--- src/qos_pkg.sv ---
/*
 Shared constants, register map and carrier types for the frame-buffer
 admission and QoS block. Assumes a 200 MHz system clock.
*/
package qos_pkg;
  localparam int NPORT = 10;
  localparam int NACC = 8;
  localparam int NQ = 4;
  localparam int CW = 12;
  localparam logic [3:0] CPU_PORT = 4'h8;
  localparam logic [3:0] UPLINK_PORT = 4'h9;
  // Shaper: setting/64 of the 1000 Mbps line
  localparam int SHAPE_DEN = 64;
  localparam int LINE_MBPS = 1000;
  localparam int CLK_NS = 5;
  localparam int TICK_NS = 1000;
  localparam int TICK_CYC = (TICK_NS + CLK_NS - 1) / CLK_NS;
  // Register offsets
  localparam logic [7:0] OFS_CTRL = 8'h00;
  localparam logic [7:0] OFS_SHAPE = 8'h04;
  localparam logic [7:0] OFS_CLASS = 8'h14;
  localparam logic [7:0] OFS_SHARED = 8'h20;
  localparam logic [7:0] OFS_ACC = 8'h24;
  localparam logic [7:0] OFS_CPU = 8'h28;
  localparam logic [7:0] OFS_UP = 8'h2C;
  localparam logic [7:0] OFS_XOFF = 8'h30;
  localparam logic [7:0] OFS_PKT = 8'h34;
  localparam logic [7:0] OFS_MCC = 8'h38;
  localparam logic [7:0] OFS_MCH = 8'h3C;
  localparam logic [7:0] OFS_MCP = 8'h40;
  localparam logic [7:0] OFS_PROB = 8'h44;
  localparam logic [7:0] OFS_LOW = 8'h48;
  localparam logic [7:0] OFS_TEMP = 8'h4C;
  localparam logic [7:0] OFS_RATE = 8'h60;
  localparam logic [7:0] OFS_ST_SHARED = 8'h80;
  localparam logic [7:0] OFS_ST_MC = 8'h84;
  localparam logic [7:0] OFS_ST_PAUSE = 8'h88;
  localparam logic [7:0] OFS_ST_DROPS = 8'h8C;
  localparam logic [7:0] OFS_ST_SRC = 8'hC0;
  // Field positions
  localparam int CTRL_PAUSE_LSB = 16;
  localparam int RATE_TX_LSB = 8;
  localparam int RATE_BURST_LSB = 16;
  // Reset values
  localparam logic [CW-1:0] TEMP_RST = 12'h010;
  localparam logic [CW-1:0] SHARED_RST = 12'h040;
  localparam logic [CW-1:0] RES_RST = 12'h008;

  typedef enum logic [1:0] {
    REG_NONE = 2'b00,
    REG_CLASS = 2'b01,
    REG_SHARED = 2'b10,
    REG_SOURCE = 2'b11
  } region_type;

  typedef struct packed {
    logic valid;
    logic [3:0] src;
    logic [2:0] prio;
    logic mcast;
    logic [CW-1:0] qdepth;
  } cls_type;

  typedef struct packed {
    logic valid;
    logic drop;
    region_type region;
    logic [1:0] queue;
  } adm_type;

  typedef struct packed {
    logic valid;
    region_type region;
    logic [3:0] src;
    logic [2:0] prio;
    logic mcast;
  } rel_type;

  typedef struct packed {
    logic [3:0] shape_en;
    logic [NPORT-1:0] pause_en;
    logic [NQ-1:0][6:0] shape_rate;
    logic [2:0][CW-1:0] class_res;
    logic [CW-1:0] shared_size;
    logic [CW-1:0] acc_res;
    logic [CW-1:0] cpu_res;
    logic [CW-1:0] up_res;
    logic [CW-1:0] xoff_level;
    logic [CW-1:0] pkt_congest;
    logic [CW-1:0] mc_congest;
    logic [CW-1:0] mc_hard;
    logic [CW-1:0] mc_pause;
    logic [CW-1:0] low_thresh;
    logic [CW-1:0] temp_size;
    logic [7:0] drop_prob;
    logic [NACC-1:0][31:0] rate_cfg;
  } cfg_type;
endpackage

--- src/buffer_qos.sv ---
/*
 Frame-buffer admission, drop decision, pause triggering, uplink queue
 shaping and access-port rate control. Assumes all inputs synchronous
 to sys_clk and a one-cycle-latency register port.
*/
`timescale 1ns/1ps
// Behaviour
// - Every uplink queue shaped, shaped means strict
// - Shaped rate is setting/64 of 1000 Mbps
// - Shaped queues keep strict-priority order
// - Access ports limit rx and tx, burst
// - Arrivals held in temp region first
// - Three class reserves for pairs 2/3,4/5,6/7
// - Classes 0 and 1 get no reserve
// - Accounting keeps three class counters, one per pair
// - Ten source reservations, port 8 processor
// - Class, then shared, then source reservation
// - Best-effort drop when source lacks space
// - Congested, shared full: random drop
// - Congested, source below low: always drop
// - Multicast congest threshold: random drop
// - Multicast hard limit: always drop
// - Pause ports skip certain drops, keep random
// - Pause ports still classified, random drop
// - Xoff when programmed source slots used
// - Xon only when all source slots free
// - Multicast pause on global counter threshold
// - Queues map to diffserv classes
// - Pause-port traffic goes best effort
// - Lower queue only when higher empty or short of credit
module buffer_qos #(
  parameter int SHAPE_CAP = 128
) (
  // Clock and reset
  input wire logic sys_clk,
  input wire logic resetn,
  // Register port
  input wire logic [7:0] reg_addr,
  input wire logic [31:0] reg_wdata,
  input wire logic reg_wr,
  input wire logic reg_rd,
  output logic [31:0] reg_rdata,
  // Frame admission
  input wire logic arr_valid,
  output logic arr_ok,
  input wire qos_pkg::cls_type cls,
  output qos_pkg::adm_type adm,
  input wire qos_pkg::rel_type rel,
  // Pause requests
  output logic [qos_pkg::NPORT-1:0] xoff,
  output logic mc_xoff,
  // Uplink scheduler
  input wire logic [qos_pkg::NQ-1:0] upq_nonempty,
  input wire logic sched_req,
  output logic [qos_pkg::NQ-1:0] upq_grant,
  // Access-port rate control
  input wire logic [qos_pkg::NACC-1:0] rx_use,
  input wire logic [qos_pkg::NACC-1:0] tx_use,
  output logic [qos_pkg::NACC-1:0] rx_allow,
  output logic [qos_pkg::NACC-1:0] tx_allow
);
  import qos_pkg::*;

  localparam logic [8:0] COST = 9'(SHAPE_DEN);
  localparam logic [8:0] CAP = 9'(SHAPE_CAP);
  localparam logic [7:0] TICK_LAST = 8'(TICK_CYC - 1);

  function automatic logic hit(input logic [7:0] a,
                               input logic [7:0] base, input int i);
    return a == 8'(int'(base) + 4 * i);
  endfunction

  function automatic logic [1:0] qmap(input logic [2:0] p);
    return p[2:1];
  endfunction

  cfg_type cfg, next_cfg;
  logic [31:0] next_rdata;
  logic [CW-1:0] temp_used, next_temp;
  logic [2:0][CW-1:0] class_used, next_class;
  logic [CW-1:0] shared_used, next_shared;
  logic [NPORT-1:0][CW-1:0] src_used, next_src;
  logic [CW-1:0] mc_count, next_mc;
  logic [15:0] drop_cnt, next_drops;
  logic next_arr_ok;
  adm_type next_adm;
  logic [NPORT-1:0] next_xoff;
  logic next_mc_xoff;
  logic [NQ-1:0][8:0] credit, next_credit;
  logic [NQ-1:0] elig, next_grant;
  logic [7:0] tick_cnt, next_tick_cnt;
  logic tick;
  logic [NACC-1:0][15:0] rx_cr, tx_cr, next_rx_cr, next_tx_cr;
  logic [NACC-1:0] next_rx_allow, next_tx_allow;
  logic [15:0] lfsr, next_lfsr;

  function automatic logic [CW-1:0] src_res(input logic [3:0] p,
                                            input cfg_type c);
    if (p == CPU_PORT) return c.cpu_res;
    if (p == UPLINK_PORT) return c.up_res;
    return c.acc_res;
  endfunction

  // Configuration and read-back
  always_comb begin
    next_cfg = cfg;
    next_rdata = 32'h0000_0000;
    if (reg_wr) begin
      case (reg_addr)
        OFS_CTRL: begin
          next_cfg.shape_en = reg_wdata[3:0];
          next_cfg.pause_en = reg_wdata[CTRL_PAUSE_LSB +: NPORT];
        end
        OFS_SHARED: next_cfg.shared_size = reg_wdata[CW-1:0];
        OFS_ACC: next_cfg.acc_res = reg_wdata[CW-1:0];
        OFS_CPU: next_cfg.cpu_res = reg_wdata[CW-1:0];
        OFS_UP: next_cfg.up_res = reg_wdata[CW-1:0];
        OFS_XOFF: next_cfg.xoff_level = reg_wdata[CW-1:0];
        OFS_PKT: next_cfg.pkt_congest = reg_wdata[CW-1:0];
        OFS_MCC: next_cfg.mc_congest = reg_wdata[CW-1:0];
        OFS_MCH: next_cfg.mc_hard = reg_wdata[CW-1:0];
        OFS_MCP: next_cfg.mc_pause = reg_wdata[CW-1:0];
        OFS_PROB: next_cfg.drop_prob = reg_wdata[7:0];
        OFS_LOW: next_cfg.low_thresh = reg_wdata[CW-1:0];
        OFS_TEMP: next_cfg.temp_size = reg_wdata[CW-1:0];
        default: ;
      endcase
      for (int q = 0; q < NQ; q++) begin
        // Settings above 64 saturate at full line rate
        if (hit(reg_addr, OFS_SHAPE, q)) begin
          next_cfg.shape_rate[q] = (reg_wdata[6:0] > 7'h40) ?
                                   7'h40 : reg_wdata[6:0];
        end
      end
      for (int c = 0; c < 3; c++) begin
        if (hit(reg_addr, OFS_CLASS, c)) begin
          next_cfg.class_res[c] = reg_wdata[CW-1:0];
        end
      end
      for (int p = 0; p < NACC; p++) begin
        if (hit(reg_addr, OFS_RATE, p)) begin
          next_cfg.rate_cfg[p] = reg_wdata;
        end
      end
    end
    if (reg_rd) begin
      case (reg_addr)
        OFS_CTRL: next_rdata = {6'h00, cfg.pause_en, 12'h000,
                                cfg.shape_en};
        OFS_SHARED: next_rdata = 32'(cfg.shared_size);
        OFS_ACC: next_rdata = 32'(cfg.acc_res);
        OFS_CPU: next_rdata = 32'(cfg.cpu_res);
        OFS_UP: next_rdata = 32'(cfg.up_res);
        OFS_XOFF: next_rdata = 32'(cfg.xoff_level);
        OFS_PKT: next_rdata = 32'(cfg.pkt_congest);
        OFS_MCC: next_rdata = 32'(cfg.mc_congest);
        OFS_MCH: next_rdata = 32'(cfg.mc_hard);
        OFS_MCP: next_rdata = 32'(cfg.mc_pause);
        OFS_PROB: next_rdata = 32'(cfg.drop_prob);
        OFS_LOW: next_rdata = 32'(cfg.low_thresh);
        OFS_TEMP: next_rdata = 32'(cfg.temp_size);
        OFS_ST_SHARED: next_rdata = 32'(shared_used);
        OFS_ST_MC: next_rdata = 32'(mc_count);
        OFS_ST_PAUSE: next_rdata = 32'({mc_xoff, xoff});
        OFS_ST_DROPS: next_rdata = 32'(drop_cnt);
        default: ;
      endcase
      for (int q = 0; q < NQ; q++) begin
        if (hit(reg_addr, OFS_SHAPE, q)) begin
          next_rdata = 32'(cfg.shape_rate[q]);
        end
      end
      for (int c = 0; c < 3; c++) begin
        if (hit(reg_addr, OFS_CLASS, c)) begin
          next_rdata = 32'(cfg.class_res[c]);
        end
      end
      for (int p = 0; p < NACC; p++) begin
        if (hit(reg_addr, OFS_RATE, p)) begin
          next_rdata = cfg.rate_cfg[p];
        end
      end
      for (int p = 0; p < NPORT; p++) begin
        if (hit(reg_addr, OFS_ST_SRC, p)) begin
          next_rdata = 32'(src_used[p]);
        end
      end
    end
  end

  always_ff @(posedge sys_clk) begin
    if (!resetn) begin
      cfg <= '0;
      cfg.shared_size <= SHARED_RST;
      cfg.temp_size <= TEMP_RST;
      cfg.acc_res <= RES_RST;
      cfg.cpu_res <= RES_RST;
      cfg.up_res <= RES_RST;
      reg_rdata <= 32'h0000_0000;
    end else begin
      cfg <= next_cfg;
      reg_rdata <= next_rdata;
    end
  end

  // Admission decision and buffer accounting
  logic [1:0] cp;
  logic class_ok, shared_ok, src_ok, congested, rnd, hard, rdrop;
  logic [CW-1:0] sres, sused;
  region_type region;
  always_comb begin
    cp = cls.prio[2:1];
    class_ok = (cp != 2'b00) &&
               (class_used[cp - 2'd1] < cfg.class_res[cp - 2'd1]);
    shared_ok = shared_used < cfg.shared_size;
    sres = src_res(cls.src, cfg);
    sused = src_used[cls.src];
    src_ok = sused < sres;
    congested = cls.qdepth >= cfg.pkt_congest;
    rnd = lfsr[7:0] < cfg.drop_prob;
    // Class first, then shared pool, then source reservation
    if (class_ok) region = REG_CLASS;
    else if (shared_ok) region = REG_SHARED;
    else if (src_ok) region = REG_SOURCE;
    else region = REG_NONE;
    next_adm.valid = cls.valid;
    next_adm.region = region;
    next_adm.queue = cfg.pause_en[cls.src] ? 2'b00 :
                     qmap(cls.prio);
    hard = 1'b0;
    rdrop = 1'b0;
    if (cls.mcast) begin
      if (mc_count >= cfg.mc_hard) hard = 1'b1;
      else if (mc_count >= cfg.mc_congest) rdrop = rnd;
    end else if (next_adm.queue == 2'b00) begin
      if (!src_ok) hard = 1'b1;
      if (congested && !shared_ok) rdrop = rnd;
      if (congested && (!src_ok || (sres - sused) < cfg.low_thresh)) begin
        hard = 1'b1;
      end
    end
    // No slot at all cannot be stored, pause or not
    next_adm.drop = cls.valid && ((hard && !cfg.pause_en[cls.src]) ||
                    rdrop || region == REG_NONE);
    next_arr_ok = temp_used < cfg.temp_size;
    next_temp = temp_used;
    if (arr_valid && next_arr_ok) next_temp = next_temp + 1'b1;
    if (cls.valid && temp_used != '0) next_temp = next_temp - 1'b1;
    next_class = class_used;
    next_shared = shared_used;
    next_src = src_used;
    next_mc = mc_count;
    next_drops = drop_cnt;
    if (cls.valid && next_adm.drop) next_drops = drop_cnt + 1'b1;
    if (cls.valid && !next_adm.drop) begin
      case (region)
        REG_CLASS: next_class[cp - 2'd1] = class_used[cp - 2'd1] + 1'b1;
        REG_SHARED: next_shared = shared_used + 1'b1;
        REG_SOURCE: next_src[cls.src] = sused + 1'b1;
        default: ;
      endcase
      if (cls.mcast) next_mc = mc_count + 1'b1;
    end
    if (rel.valid) begin
      case (rel.region)
        REG_CLASS: begin
          if (rel.prio[2:1] != 2'b00) begin
            next_class[rel.prio[2:1] - 2'd1] =
              next_class[rel.prio[2:1] - 2'd1] - 1'b1;
          end
        end
        REG_SHARED: next_shared = next_shared - 1'b1;
        REG_SOURCE: next_src[rel.src] = next_src[rel.src] - 1'b1;
        default: ;
      endcase
      if (rel.mcast) next_mc = next_mc - 1'b1;
    end
    for (int p = 0; p < NPORT; p++) begin
      // Xon waits for every reserved slot to be freed
      if (xoff[p]) next_xoff[p] = src_used[p] != '0;
      else next_xoff[p] = cfg.pause_en[p] && cfg.xoff_level != '0 &&
                          src_used[p] >= cfg.xoff_level;
    end
    next_mc_xoff = mc_count > cfg.mc_pause;
    next_lfsr = {lfsr[14:0], lfsr[15] ^ lfsr[13] ^ lfsr[12] ^ lfsr[10]};
  end

  always_ff @(posedge sys_clk) begin
    if (!resetn) begin
      temp_used <= '0;
      class_used <= '0;
      shared_used <= '0;
      src_used <= '0;
      mc_count <= '0;
      drop_cnt <= 16'h0000;
      arr_ok <= 1'b0;
      adm <= '0;
      xoff <= '0;
      mc_xoff <= 1'b0;
      lfsr <= 16'hACE1;
    end else begin
      temp_used <= next_temp;
      class_used <= next_class;
      shared_used <= next_shared;
      src_used <= next_src;
      mc_count <= next_mc;
      drop_cnt <= next_drops;
      arr_ok <= next_arr_ok;
      adm <= next_adm;
      xoff <= next_xoff;
      mc_xoff <= next_mc_xoff;
      lfsr <= next_lfsr;
    end
  end

  // Uplink shaper: credit earns setting per cycle, a unit costs 64
  always_comb begin
    next_grant = '0;
    for (int q = 0; q < NQ; q++) begin
      elig[q] = upq_nonempty[q] &&
                (!cfg.shape_en[q] || credit[q] >= COST);
    end
    // Highest queue first, shaped or not
    for (int q = 0; q < NQ; q++) begin
      if (sched_req && elig[q]) next_grant = NQ'(1) << q;
    end
    for (int q = 0; q < NQ; q++) begin
      next_credit[q] = credit[q];
      if (cfg.shape_en[q]) begin
        next_credit[q] = credit[q] + 9'(cfg.shape_rate[q]);
        if (next_credit[q] > CAP) next_credit[q] = CAP;
        if (next_grant[q]) next_credit[q] = next_credit[q] - COST;
      end else begin
        next_credit[q] = 9'h000;
      end
    end
  end

  always_ff @(posedge sys_clk) begin
    if (!resetn) begin
      credit <= '0;
      upq_grant <= '0;
    end else begin
      credit <= next_credit;
      upq_grant <= next_grant;
    end
  end

  // Access-port rate control, refilled once per microsecond
  always_comb begin
    tick = tick_cnt == TICK_LAST;
    next_tick_cnt = tick ? 8'h00 : tick_cnt + 1'b1;
    for (int p = 0; p < NACC; p++) begin
      next_rx_cr[p] = rx_cr[p];
      next_tx_cr[p] = tx_cr[p];
      if (tick) begin
        next_rx_cr[p] = rx_cr[p] + 16'(cfg.rate_cfg[p][7:0]);
        next_tx_cr[p] = tx_cr[p] +
                        16'(cfg.rate_cfg[p][RATE_TX_LSB +: 8]);
      end
      // Burst caps the saved credit
      if (next_rx_cr[p] > cfg.rate_cfg[p][RATE_BURST_LSB +: 16]) begin
        next_rx_cr[p] = cfg.rate_cfg[p][RATE_BURST_LSB +: 16];
      end
      if (next_tx_cr[p] > cfg.rate_cfg[p][RATE_BURST_LSB +: 16]) begin
        next_tx_cr[p] = cfg.rate_cfg[p][RATE_BURST_LSB +: 16];
      end
      if (rx_use[p] && next_rx_cr[p] != 16'h0000) begin
        next_rx_cr[p] = next_rx_cr[p] - 1'b1;
      end
      if (tx_use[p] && next_tx_cr[p] != 16'h0000) begin
        next_tx_cr[p] = next_tx_cr[p] - 1'b1;
      end
      next_rx_allow[p] = next_rx_cr[p] != 16'h0000;
      next_tx_allow[p] = next_tx_cr[p] != 16'h0000;
    end
  end

  always_ff @(posedge sys_clk) begin
    if (!resetn) begin
      tick_cnt <= 8'h00;
      rx_cr <= '0;
      tx_cr <= '0;
      rx_allow <= '0;
      tx_allow <= '0;
    end else begin
      tick_cnt <= next_tick_cnt;
      rx_cr <= next_rx_cr;
      tx_cr <= next_tx_cr;
      rx_allow <= next_rx_allow;
      tx_allow <= next_tx_allow;
    end
  end

  // Every port watched, not just one that may never pause
  for (genvar p = 0; p < NPORT; p++) begin : pause_chk

  end
endmodule

--- config.mk ---
export PLATFORM = sky130hd
export DESIGN_NAME = buffer_qos
export DESIGN_NICKNAME = d
export VERILOG_FILES = /design/src/qos_pkg.sv /design/src/buffer_qos.sv
export SDC_FILE = /design/constraint.sdc
export NUM_CORES = 2
export LEC_CHECK = 0
export BUFFER_PORTS_ARGS = -buffer_cell sky130_fd_sc_hd__buf_2
export CORE_ASPECT_RATIO = 1.75
export CORE_MARGIN = 8
export CORE_UTILIZATION = 43
export CTS_BUF_LIST = sky130_fd_sc_hd__clkbuf_4 sky130_fd_sc_hd__clkbuf_8
export CTS_CLUSTER_DIAMETER = 120
export CTS_CLUSTER_SIZE = 16
export DETAILED_ROUTE_END_ITERATION = 8
export SYNTH_ARGS = -nofsm -noshare
export SYNTH_HDL_FRONTEND = slang
export SYNTH_SLANG_ARGS = --single-unit
--- constraint.sdc ---
create_clock -name sys_clk -period 18.95 [get_ports sys_clk]
set_clock_uncertainty 0.1 [all_clocks]
set_input_delay 1.895 -clock sys_clk [delete_from_list [all_inputs] [get_ports sys_clk]]
set_output_delay 1.895 -clock sys_clk [all_outputs]
set_load 0.02 [all_outputs]
==> results_dict.tcl <==
set metrics [dict create \
    grt_pass1_wl_um 532000 \
    die_area_um2 200000 \
    synth-edff-count 0 \
    fill_cells 18590 \
    yosysSeqAreaShare_pct 26.8 \
    die_w_um 342 \
    power_density_nw_per_um2 124 \
    port_buffers 165 \
    dp_slack_ps 6360 \
    fin_crit_sh_pct 63.6 \
    clk_latency_ps 890 \
    core_um2 185000 \
    hold_violations 0 \
    final_cells 12774 \
    ant_nets 0 \
    grt_pass1_vias 78691 \
    r2r_slack_ps 8330 \
    clockRootBuffer "clkbuf_8" \
    cpPeakStageDelay_ps 910 \
    timing.final.max_slew_violations 0 \
    p_leak_nw 33.8 \
    tightest_slew_ps 1460 \
    cp-end-kind "flip-flop" \
    die_y_um 586 \
    gp_congestion 1.02 \
    hpwlAfterDp_um 283000 \
    syn_to_final_growth_pct 5.94 \
    num_rows 209 \
    drt_iter0_drc 7447 \
    cts_buffer_depth 3 \
    wl_per_cell_um 29.1 \
    hold_depth 1 \
    cts_setup_buffers 0 \
    track_usage_pct 35.5 \
    nNetsFinal 11138 \
    hold_slack_ps 315 \
    antenna_found_initial 33 \
    r2r_start "src_used[85]" \
    holdPathEnd "lfsr[10]" \
    setup_violations 0 \
    vias 80848 \
    fin_setup_tns_ps 0 \
    start_util_pct 43.2 \
    min_from "lfsr[9]" \
    drc 4 \
    worstPathRequired_ps 19550 \
    synthArstFlopShare_pct 0 \
    rr_endpoint "src_used[106]" \
    synth_area_um2 79900 \
    synth_area_leaders "dfxtp_1 27%, ha_1 11%, nand2_1 7.7%" \
    maxCapViolations 0 \
    slew_headroom_pct 1.97 \
    synthFlopType "dfxtp_1" \
    dp_cells 12666 \
    clock-sinks 1068 \
    crit_buf_inv 4 \
    critPathArrivalTime_ps 12660 \
    status "finished, violations left" \
    io_pins 168 \
    multi_input_area_um2 55100 \
    synth_top_cell_area_share_pct 26.8 \
    overflow 0 \
    drive_above_1_share_pct 6.95 \
    holdBufCountCts 0 \
    violations "DRC" \
    cts.repair.resized 0 \
    routed_wl_um 372000 \
    numCtsBuffers 76 \
    synthesis.nets 11235 \
    synth_seq_cells 1068 \
    peakVddDrop_mv 0.104 \
    synthTopCellsByCount "1642 x nand2_1, 1068 x dfxtp_1, 925 x a21oi_1, 853 x nor2_1, 700 x ha_1" \
    rsz0062_at_grt "false" \
    grt_max_degree 87 \
    dr.pass1.iters 9 \
    htreeDepth 3 \
    cts_tree "built" \
    ys_warn_count 0 \
    clkTransAtPathRegs_ps 100 \
    synth_most_common_cell "nand2_1" \
    syn_avg_cell_area_um2 7.67 \
    cp-start-kind "primary input" \
    synth_area_leader_cell "dfxtp_1" \
    seqCellArea_um2 21400 \
    ys_types 108 \
    syn_inst 10416 \
    fmax_mhz 82.9 \
    cpMaxStageDelayCell "xnor2_1" \
    hold_path_class "reg2reg" \
    cp_top_family "compound AO/OA/AOI/OAI gates" \
    finalCriticalPeriod_ps 12060 \
    reg2regPathDepth 33 \
    critical_path_class "in2reg" \
    crit_path_max_fanout 60 \
    finalWorstSetupSlack_ps 6890 \
    viasPerCell 6.33 \
]
where the power goes:
group	internal [mW]	switching (mW)	total, mW
logic	2.57	4.03	6.60
registers	2.46	0.173	2.63
clock network	0.385	0.866	1.25
cell families after synthesis:
family	share of synthesized area, %
compound gates	20.2
xor+xnor	6.27
fa+ha+maj	11.5
buf+inv	4.65
flops	26.8
mux	6.82
simple gates	23.8
layout make-up:
type                       instances  area share, %
tap                             2426           3.59
clock buffer                      81           1.30
inverter                         414           1.84
timing repair buffer             371           2.81
clock inverter                     5         0.0680
antenna                           21         0.0621
sequential                      1068           25.3
multi-input combinational       8388           65.1
worst reg2reg max path: cells and delay by family (launching register included):
family                   cells  cell delay (ps)
flip-flops                   1              550
buffers and inverters        2              870
AO/OA/AOI/OAI               17             3830
AND/OR/NAND/NOR              7             2250
multiplexers                 2              870
adder cells (fa/ha/maj)      3              910
XOR/XNOR                     2             1080
worst max-delay path by stage:
| stage | startpoint | endpoint | cells past startpoint | slack [ps] |
|---|---|---|---|---|
| after global routing | cls[16] | src_used[106] | 30 | 6770 |
| after global placement | cls[16] | src_used[106] | 30 | 6350 |
| after detailed placement | cls[16] | src_used[10] | 30 | 6360 |
| after floorplan | cls[16] | class_used[32] | 41 | 8930 |
| final | cls[16] | src_used[106] | 30 | 6890 |
| after CTS | cls[16] | src_used[106] | 30 | 7260 |
layout by cell type (no fill, tap or decap), types with 146 or more instances in the layout:
cell,n
buf_2,163
nand2_1,1641
ha_1,700
xnor2_1,330
and2_1,146
buf_4,206
nand3_1,320
nand4_1,152
dfxtp_1,1068
a21oi_1,925
inv_1,411
a21o_1,172
nor3_1,208
xor2_1,229
o21ai_0,404
mux2i_1,375
nor2_1,842
flip-flops by register name (all words and copies together) (netlist names), 16 cells and up:
signal	cells
cfg	474
rx_cr	128
tx_cr	128
src_used	120
class_used	36
credit	36
reg_rdata	32
drop_cnt	16
lfsr	16
through the flow:
stage,cell area (µm²),power (mW),utilization (%)
final,84600,10.5,45.8
after global routing,84600,11.2,45.8
after CTS,84600,10.4,45.8
after detailed placement,83400,9.16,45.1
after global placement,83400,9.06,45.1
after floorplan,79900,7.56,-
layer usage:
| metal | part of all wire [%] | vias up | global-route usage [%] |
|---|---|---|---|
| li1 | - | 37016 | - |
| met1 | 33 | 38437 | 35.6 |
| met3 | 7.6 | 1489 | 7.25 |
| met5 | 0.048 | - | 0 |
| met2 | 47 | 3878 | 60.4 |
| met4 | 12 | 28 | 34.5 |
No activity file was read; power rests on OpenSTA's default activity.
